## config.mk

```make
export PLATFORM = sky130hd
export DESIGN_NAME = hbc_host_port
export DESIGN_NICKNAME = d
export VERILOG_FILES = /design/src/rtl/hbc_pkg.sv /design/src/rtl/hbc_pin_if.sv /design/src/rtl/hbc_host_port.sv /design/src/rtl/hbc_pin_filter.sv
export SDC_FILE = /design/constraint.sdc
export NUM_CORES = 1
export LEC_CHECK = 0
export BUFFER_PORTS_ARGS = -buffer_cell sky130_fd_sc_hd__buf_4
export CAP_MARGIN = 20
export CORE_MARGIN = 2
export CORE_UTILIZATION = 50
export CTS_CLUSTER_SIZE = 25
export DETAILED_ROUTE_END_ITERATION = 16
export GPL_TIMING_DRIVEN = 0
export PLACE_DENSITY = 0.84
export SLEW_MARGIN = 20
export SYNTH_ARGS = -nofsm -noshare
export SYNTH_HDL_FRONTEND = slang
export SYNTH_SLANG_ARGS = --single-unit
```

## constraint.sdc

```tcl
create_clock -name ref_clk_i -period 2.1 [get_ports ref_clk_i]
set_clock_uncertainty 0.2 [all_clocks]
set_input_delay 0.21 -clock ref_clk_i [delete_from_list [all_inputs] [get_ports ref_clk_i]]
set_output_delay 0.21 -clock ref_clk_i [all_outputs]
set_load 0.05 [all_outputs]
```

## src/rtl/hbc_pkg.sv

```systemverilog
package hbc_pkg;
  // pin vector layout shared by the top and the input filter
  localparam int ADDR_W = 7;
  localparam int DATA_W = 8;
  localparam int PIN_CS = 0;
  localparam int PIN_STB = 1;
  localparam int PIN_RW = 2;
  localparam int PIN_RD = 3;
  localparam int PIN_WR = 4;
  localparam int PIN_GRANT = 5;
  localparam int PIN_ADDR = 6;
  localparam int PIN_DATA = PIN_ADDR + ADDR_W;
  localparam int PIN_W = PIN_DATA + DATA_W;
  // idle level: every active-low strobe high, direction low
  localparam logic [PIN_W-1:0] PIN_IDLE = 21'h00003B;

  // device clock phase timing, derived from the 125 MHz reference
  localparam int REF_MHZ = 125;
  localparam int DEV_HALF_NS = 16;
  localparam int DEV_HALF_RAW = (DEV_HALF_NS * REF_MHZ) / 1000;
  localparam int DEV_HALF_CYC = (DEV_HALF_RAW < 1) ? 1 : DEV_HALF_RAW;
  localparam int DIV_W = 3;
  localparam logic [DIV_W-1:0] DIV_LAST = DIV_W'(DEV_HALF_CYC - 1);
  localparam logic [DIV_W-1:0] DIV_RST = 3'h0;
  // least reset hold, in device clock periods
  localparam int RESET_MIN_PERIODS = 5;

  // acknowledge registers occupy one 4-entry page of the address space
  localparam logic [ADDR_W-3:0] ACKREG_PAGE = 5'h1F;
  localparam logic [DATA_W-1:0] DATA_RST = 8'h00;
  localparam logic [ADDR_W-1:0] ADDR_RST = 7'h00;

  typedef enum logic [2:0] {
    ST_IDLE,
    ST_ARB,
    ST_XFER,
    ST_ACK,
    ST_PASS
  } hbc_state_t;
endpackage : hbc_pkg

```

## src/rtl/hbc_pin_if.sv

```systemverilog
`timescale 1ns/1ps
interface hbc_pin_if;
  logic [hbc_pkg::PIN_W-1:0] raw;
  logic [hbc_pkg::PIN_W-1:0] clean;
  modport drv (output raw, input clean);
  modport flt (input raw, output clean);
endinterface : hbc_pin_if

```

## src/rtl/hbc_host_port.sv

```systemverilog
`timescale 1ns/1ps
// Operation
// a cycle starts at a device clock fall with select and strobe both low
// after recognition the internal bus is requested and won in the low phase
// data moves in the high phase; the cycle completes when that phase ends
// select and strobe missing one fall are taken at the next fall
// host keeps address and write data steady through the high phase
// service acknowledge is a read of the service vector, qualified by strobe and grant
// grant cycles and acknowledge-register reads share their own start qualifier
// with delay select clear, acknowledge follows the rising edge of the transfer phase
// with delay select set, acknowledge follows the falling edge instead
// host holds reset for five device clock periods once power and clock settle
// read data is released promptly once the read strobe returns high
// shared strobe with direction, or separate read and write strobes, both work
// host side may run synchronous to the device clock or fully asynchronous
// a foreign acknowledge cycle passes the grant on and leaves data and ack alone
// host ends each cycle, strobes and select inactive, before starting another
// acknowledge holds until select or strobe leaves, so one transfer per strobe; acknowledge-register reads end only when the strobe leaves
// grant output stays inactive during this device's own acknowledge cycle
module hbc_host_port (
  input wire logic ref_clk_i,
  input wire logic reset_i,
  input wire logic sync_host_i,
  input wire logic split_strobes_i,
  input wire logic ack_delay_select_i,
  input wire logic unit_select_n_i,
  input wire logic transfer_strobe_n_i,
  input wire logic read_not_write_i,
  input wire logic rd_strobe_n_i,
  input wire logic wr_strobe_n_i,
  input wire logic chain_grant_in_n_i,
  input wire logic [hbc_pkg::ADDR_W-1:0] addr_i,
  input wire logic [hbc_pkg::DATA_W-1:0] data_i,
  output logic [hbc_pkg::DATA_W-1:0] data_o,
  output logic data_oe_o,
  output logic transfer_ack_n_o,
  output logic transfer_ack_oe_o,
  output logic chain_grant_out_n_o,
  output logic dev_clk_o,
  input wire logic svc_mine_i,
  input wire logic [hbc_pkg::DATA_W-1:0] svc_vector_i,
  output logic int_req_o,
  input wire logic int_grant_i,
  output logic int_xfer_o,
  output logic int_we_o,
  output logic [hbc_pkg::ADDR_W-1:0] int_addr_o,
  output logic [hbc_pkg::DATA_W-1:0] int_wdata_o,
  input wire logic [hbc_pkg::DATA_W-1:0] int_rdata_i
);
  hbc_pin_if pins ();
  hbc_pkg::hbc_state_t state_q;
  logic [hbc_pkg::DIV_W-1:0] div_q;
  logic phase_q;
  logic fall_en;
  logic rise_en;
  logic cs_act;
  logic stb_act;
  logic strobe_act;
  logic is_read;
  logic grant_in_act;
  logic ack_reg_hit;
  logic svc_start;
  logic ord_start;
  logic done;
  logic svc_q;
  logic read_q;
  logic xfer_q;
  logic ack_q;
  logic ack_rel_q;
  logic data_oe_q;
  logic grant_out_q;
  logic [hbc_pkg::DATA_W-1:0] data_q;
  logic [hbc_pkg::ADDR_W-1:0] addr_q;
  logic [hbc_pkg::DATA_W-1:0] wdata_q;

  // every pin crosses through the filter; the host clock may be unrelated to ours
  assign pins.raw = {data_i, addr_i, chain_grant_in_n_i, wr_strobe_n_i, rd_strobe_n_i,
                     read_not_write_i, transfer_strobe_n_i, unit_select_n_i};

  hbc_pin_filter u_filter (
    .ref_clk_i(ref_clk_i),
    .reset_i(reset_i),
    .sync_host_i(sync_host_i),
    .pins(pins)
  );

  // device clock phase from the reference; fall and rise are one-cycle enables
  always_ff @(posedge ref_clk_i)
  begin
    if (reset_i)
    begin
      div_q <= hbc_pkg::DIV_RST;
      phase_q <= 1'b0;
    end
    else if (div_q == hbc_pkg::DIV_LAST)
    begin
      div_q <= hbc_pkg::DIV_RST;
      phase_q <= ~phase_q;
    end
    else
      div_q <= div_q + 3'h1;
  end

  assign fall_en = (div_q == hbc_pkg::DIV_LAST) && phase_q;
  assign rise_en = (div_q == hbc_pkg::DIV_LAST) && !phase_q;
  assign dev_clk_o = phase_q;

  // decode both handshake styles into one strobe and one direction
  assign cs_act = ~pins.clean[hbc_pkg::PIN_CS];
  assign stb_act = ~pins.clean[hbc_pkg::PIN_STB];
  assign grant_in_act = ~pins.clean[hbc_pkg::PIN_GRANT];
  assign strobe_act = split_strobes_i ? (~pins.clean[hbc_pkg::PIN_RD] | ~pins.clean[hbc_pkg::PIN_WR])
                                      : stb_act;
  assign is_read = split_strobes_i ? ~pins.clean[hbc_pkg::PIN_RD] : pins.clean[hbc_pkg::PIN_RW];
  assign ack_reg_hit = pins.clean[hbc_pkg::PIN_ADDR+hbc_pkg::ADDR_W-1 -: hbc_pkg::ADDR_W-2] == hbc_pkg::ACKREG_PAGE;

  // acknowledge cycles get their own qualifier, kept apart from plain reads and writes
  assign svc_start = strobe_act & (grant_in_act | (cs_act & is_read & ack_reg_hit));
  assign ord_start = cs_act & strobe_act & ~svc_start;
  // grant cycles have no select, so only the strobe ends them
  assign done = ~strobe_act | (~svc_q & ~cs_act);

  // cycle sequencer: starts only on a fall enable, so a late strobe waits one period
  always_ff @(posedge ref_clk_i)
  begin
    if (reset_i)
    begin
      state_q <= hbc_pkg::ST_IDLE;
      svc_q <= 1'b0;
      read_q <= 1'b0;
      grant_out_q <= 1'b0;
    end
    else
    begin
      unique case (state_q)
        hbc_pkg::ST_IDLE:
        begin
          if (fall_en)
          begin
            if (svc_start && grant_in_act && !svc_mine_i)
            begin
              state_q <= hbc_pkg::ST_PASS;
              grant_out_q <= 1'b1;
              svc_q <= 1'b0; // an abandoned own cycle must not look live while passing
            end
            else if (svc_start || ord_start)
            begin
              state_q <= hbc_pkg::ST_ARB;
              svc_q <= svc_start;
              read_q <= is_read | svc_start;
            end
          end
        end
        hbc_pkg::ST_ARB:
        begin
          // a lost arbitration retries at the next rise rather than stretching the phase
          if (done)
            state_q <= hbc_pkg::ST_IDLE;
          else if (rise_en && int_grant_i)
            state_q <= hbc_pkg::ST_XFER;
        end
        hbc_pkg::ST_XFER:
        begin
          if (fall_en)
            state_q <= hbc_pkg::ST_ACK;
        end
        hbc_pkg::ST_ACK:
        begin
          if (done)
          begin
            state_q <= hbc_pkg::ST_IDLE;
            svc_q <= 1'b0;
          end
        end
        hbc_pkg::ST_PASS:
        begin
          if (!strobe_act || !grant_in_act)
          begin
            state_q <= hbc_pkg::ST_IDLE;
            grant_out_q <= 1'b0;
          end
        end
      endcase
    end
  end

  // address and write data taken at the rise; host keeps them steady through the high phase
  always_ff @(posedge ref_clk_i)
  begin
    if (reset_i)
    begin
      addr_q <= hbc_pkg::ADDR_RST;
      wdata_q <= hbc_pkg::DATA_RST;
      xfer_q <= 1'b0;
    end
    else
    begin
      xfer_q <= (state_q == hbc_pkg::ST_ARB) && rise_en && int_grant_i && !done && !svc_q;
      if ((state_q == hbc_pkg::ST_ARB) && rise_en)
      begin
        addr_q <= pins.clean[hbc_pkg::PIN_ADDR +: hbc_pkg::ADDR_W];
        wdata_q <= pins.clean[hbc_pkg::PIN_DATA +: hbc_pkg::DATA_W];
      end
    end
  end

  assign int_req_o = (state_q == hbc_pkg::ST_ARB);
  assign int_xfer_o = xfer_q;
  assign int_we_o = ~read_q;
  assign int_addr_o = addr_q;
  assign int_wdata_o = wdata_q;

  // read data captured one cycle into the high phase; dropped as soon as the strobe leaves
  always_ff @(posedge ref_clk_i)
  begin
    if (reset_i)
    begin
      data_q <= hbc_pkg::DATA_RST;
      data_oe_q <= 1'b0;
    end
    else if (!strobe_act)
      data_oe_q <= 1'b0;
    else if ((state_q == hbc_pkg::ST_XFER) && !rise_en && read_q && !data_oe_q)
    begin
      data_q <= svc_q ? svc_vector_i : int_rdata_i;
      data_oe_q <= 1'b1;
    end
  end

  assign data_o = data_q;
  assign data_oe_o = data_oe_q;

  // acknowledge timing follows the delay select; held until the host lets go
  always_ff @(posedge ref_clk_i)
  begin
    if (reset_i)
    begin
      ack_q <= 1'b0;
      ack_rel_q <= 1'b0;
    end
    else
    begin
      ack_rel_q <= ack_q;
      if ((state_q == hbc_pkg::ST_ACK) && done)
        ack_q <= 1'b0;
      else if ((state_q == hbc_pkg::ST_XFER) && !ack_q)
      begin
        if (!ack_delay_select_i && !fall_en)
          ack_q <= 1'b1;
        else if (ack_delay_select_i && fall_en)
          ack_q <= 1'b1;
      end
    end
  end

  // active pull-up: drive high one cycle after negation, then let go of the line
  assign transfer_ack_n_o = ~ack_q;
  assign transfer_ack_oe_o = ack_q | ack_rel_q;
  // only a foreign acknowledge cycle passes the grant down the chain
  assign chain_grant_out_n_o = ~grant_out_q;
endmodule : hbc_host_port

```

## src/rtl/hbc_pin_filter.sv

```systemverilog
`timescale 1ns/1ps
module hbc_pin_filter (
  input wire logic ref_clk_i,
  input wire logic reset_i,
  input wire logic sync_host_i,
  hbc_pin_if.flt pins
);
  // one three-stage chain per pin; a change counts once stages two and three agree
  genvar gi;
  generate
    for (gi = 0; gi < hbc_pkg::PIN_W; gi++)
    begin : g_bit
      logic s1_q;
      logic s2_q;
      logic s3_q;
      logic hold_q;
      always_ff @(posedge ref_clk_i)
      begin
        if (reset_i)
        begin
          s1_q <= hbc_pkg::PIN_IDLE[gi];
          s2_q <= hbc_pkg::PIN_IDLE[gi];
          s3_q <= hbc_pkg::PIN_IDLE[gi];
          hold_q <= hbc_pkg::PIN_IDLE[gi];
        end
        else
        begin
          s1_q <= pins.raw[gi];
          s2_q <= s1_q;
          s3_q <= s2_q;
          if (s2_q == s3_q)
            hold_q <= s3_q;
        end
      end
      // a host clocked from the device clock skips the agreement stage to save latency
      assign pins.clean[gi] = sync_host_i ? s2_q : hold_q;
    end
  endgenerate
endmodule : hbc_pin_filter

```

==> results.md <==
- Max-slew violations: 0
- Worst reg2reg startpoint: div_q[1]
- Vias in the first global route: 3648
- Fmax: 479 MHz
- Initial antenna violation count: 0
- Nets: 635
- Chip width: 97.6 µm
- CP endpoint kind: flip-flop
- CTS Buf Count: 17
- Count of endpoints failing setup in the final report: 0
- Met1 Wirelength: 4390 µm
- DRT antenna net count: 0
- Initial Util: 0.509
- Max incr delay on CP: 0.42 ns
- Post-synth net total: 482
- I/O pin count: 75
- Clock transition at path regs: 0.06 ns
- Post-synthesis area per instance: 10.0 µm²
- Yosys cell types: 45
- Pre-antenna DRT Iters: 5
- Post-DR vias/cell: 5.27
- Mapped Area: 0.00438 mm²
- Drt total wl: 10700 µm
- Syn Inst Count: 436
- Uppermost layer routed: met4
- Storage element area: 0.00243 mm²
- Core footprint: 0.00859 mm²
- Filler instances: 546
- Post-DP HPWL: 6310 µm
- Hold path startpoint: reset_i
- Worst EP arrival: 2.31 ns
- Pre-CTS setup slack: -0.161 ns
- Register area share after synthesis: 0.553
- Outcome: finished clean
- CTS sink cnt: 121
- Synthesis-to-finish area growth: 45.4%
- Longest Clk Path Bufs: 2
- DR WL met2: 5450 µm
- CTS tree: built
- Share of layout cells above drive strength 1: 0.287
- Crit. Startpoint: div_q[1]
- Max Cap Viol: 0
- Worst-Skew Late Latency: 0.52 ns
- 1st-iter DRT viols: 256
- Worst-path maximum fanout: 5
- Crit path kind: flip-flop to flip-flop
- Wirelength per Cell: 15.0 µm
- Root Buffer: clkbuf_8
- Unrepaired setup endpoints after global routing: yes
- Total power: 0.00575 W
- Max_slew headroom: 0.525
- Die Ht: 97.6 µm
- DRC viols: 0
- Routability cong.: 0.913
- Pin count of the biggest net entering global routing: 17
- First-pass GRT wire length: 16900 µm
- Leak Pwr: 2.52 nW
- Fin crit share: 0.995
- Yosys reg bits: 121
- Path category of the worst min-delay check: input pin to flip-flop
- Count of final hold-check violations: 0
- Startpoint types: flip-flop
- Total number of vias: 3745
- Final WS setup: 0.0107 ns
- YS warnings: 0
- Maximum vdd drop: 0.649 mV
- Multi-input combinational cell area: 0.00191 mm²
- CP Cell Sequence: inv_2 > ha_4 > or3b_4 > o21ai_4 > o31ai_4 > nor4b_4 > nand3_1 > and3_1
- Port bufs: 72
- Overflow after GRT: 0
- Gr usage total: 0.222
- Slowest-stage cell, CP: or3b_4
- Die area: 0.00952 mm²
- Data required, critical path: 2.32 ns
- Worst Max-Slew Pin Slew: 0.712 ns
- Pwr per Cell Area: 904 mW/mm²
- Length of routed met3 wiring: 646 µm
- Cell row count: 34
- Shortest period the worst path allows: 2.09 ns
- H-tree Lvls: 4
- Antenna Cells: 0
## critical path: cells and delay by family, from the launching register on
| kind | cells | cell delay [ns] |
|---|---|---|
| simple gates | 4 | 1.05 |
| flops | 1 | 0.33 |
| compound gates | 2 | 0.24 |
| fa+ha+maj | 1 | 0.12 |
| buf+inv | 1 | 0.06 |
## placed cells by master (no fill, tap or decap), types with 2 or more instances in the layout
master	instances
nor3b_4	2
a211oi_1	15
a211oi_2	8
clkbuf_8	2
nor2b_1	49
buf_6	5
clkbuf_16	16
o21ai_0	24
nand2b_1	3
nand2_1	22
buf_2	3
nor3_1	6
buf_4	86
o21bai_1	5
inv_1	6
inv_6	3
nor2_1	38
nand3b_1	3
and3_1	2
dlygate4sd3_1	48
a31oi_1	2
clkinvlp_4	2
clkbuf_1	13
clkinv_4	5
nand4b_1	2
a21oi_1	30
nand3_1	5
nor3_2	3
dfxtp_1	119
mux2i_1	27
bufinv_16	3
or2_2	17
## cell type report
class / instances / share of cell area
timing repair buffer: 135 / 0.178
clock buffer: 17 / 0.0651
sequential: 121 / 0.381
tap: 108 / 0.0212
multi-input combinational: 285 / 0.300
clock inverter: 15 / 0.0301
inverter: 7 / 0.00413
buffer: 22 / 0.0208
## power by group
group | internal, W | switching, W
clock | 0.00183 | 0.00111
sequential | 0.00236 | 0.0000426
combinational | 0.000223 | 0.000182
## synthesized netlist by cell type, drive strengths merged
| cell | instances | area share |
|---|---|---|
| o31ai | 1 | 0.0029 |
| a21oi | 30 | 0.034 |
| nand3b | 3 | 0.0051 |
| and2 | 1 | 0.0014 |
| buf | 8 | 0.012 |
| a32o | 1 | 0.0023 |
| or2 | 17 | 0.024 |
| or3b | 2 | 0.0046 |
| o21a | 1 | 0.0017 |
| xor2 | 1 | 0.0020 |
| nand4 | 1 | 0.0014 |
| mux2 | 1 | 0.0026 |
| o21ai | 25 | 0.029 |
| nor4b | 1 | 0.0054 |
| mux2i | 27 | 0.062 |
| a31oi | 2 | 0.0029 |
| and3 | 2 | 0.0029 |
| inv | 7 | 0.0060 |
| ha | 2 | 0.0057 |
| nand4b | 2 | 0.0040 |
| nand2b | 3 | 0.0043 |
| a21bo | 1 | 0.0023 |
| nor3b | 3 | 0.0063 |
| a311oi | 1 | 0.0020 |
| o21bai | 5 | 0.0086 |
| clkbuf | 15 | 0.013 |
| nand3 | 6 | 0.0069 |
| nor3 | 10 | 0.017 |
| mux4 | 1 | 0.0051 |
| a211oi | 23 | 0.042 |
| o211ai | 1 | 0.0029 |
| nor2 | 39 | 0.034 |
| dfxtp | 121 | 0.55 |
| nor2b | 50 | 0.071 |
| nand2 | 22 | 0.019 |
## flip-flops by register name (all words and copies together), names as in the netlist
name and flops:
data_o 8, svc_q 1, ack_rel_q 1, read_q 1, grant_out_q 1, u_filter.g_bit.s3_q 21
state_q 3, int_wdata_o 8, data_oe_o 1, ack_q 1, u_filter.g_bit.hold_q 21, u_filter.g_bit.s2_q 21
int_addr_o 7, dev_clk_o 1, div_q 3, u_filter.g_bit.s1_q 21, int_xfer_o 1
## layer usage
layer	global-route usage	vias up
met5	0	-
met2	0.393	135
met4	0.0876	0
met1	0.252	1780
li1	-	1809
met3	0.0612	21
## final timing paths
| path | to | slack (ns) | cells after the start |
|---|---|---|---|
| max | state_q[0] | 0.01 | 8 |
| min | state_q[0] | 0.11 | 3 |
| max reg2reg | state_q[0] | 0.01 | 8 |
| min reg2reg | u_filter.g_bit[5].s2_q | 0.21 | 1 |
## per-stage QoR
stage	hold slack, ns	cell area [µm²]	instances	utilization	TNS (ns)
6_report	0.109	6360	710	0.741	0
4_1_cts	0.0947	6230	699	0.725	-0.0536
2_1_floorplan	0.114	4400	436	-	-0.0667
5_1_grt	0.160	6360	710	0.741	-0.225
3_5_place_dp	0.194	5070	616	0.591	-2.16
3_3_place_gp	0.193	5070	616	0.591	-1.45
## what timing repair did
action | CTS | global route
setup endpoints to repair | 18 | 26
hold buffers | 48 | 0
pin swaps | 5 | 11
setup buffers | 3 | 11
gates resized for setup | 13 | 11
hold endpoints to repair | 55 | 0
cloned | 0 | 1
## logic make-up after synthesis
kind of cell	Yosys count	share of synthesized area
buffers and inverters	30	0.0312
xor gates and xnor gates	1	0.00200
DFF	121	0.553
and+or+nand+nor	162	0.208
AOI/OAI and AO/OA	91	0.130
adders and majority gates	2	0.00572
muxes	29	0.0694
Power figures use the tool's default switching activity.
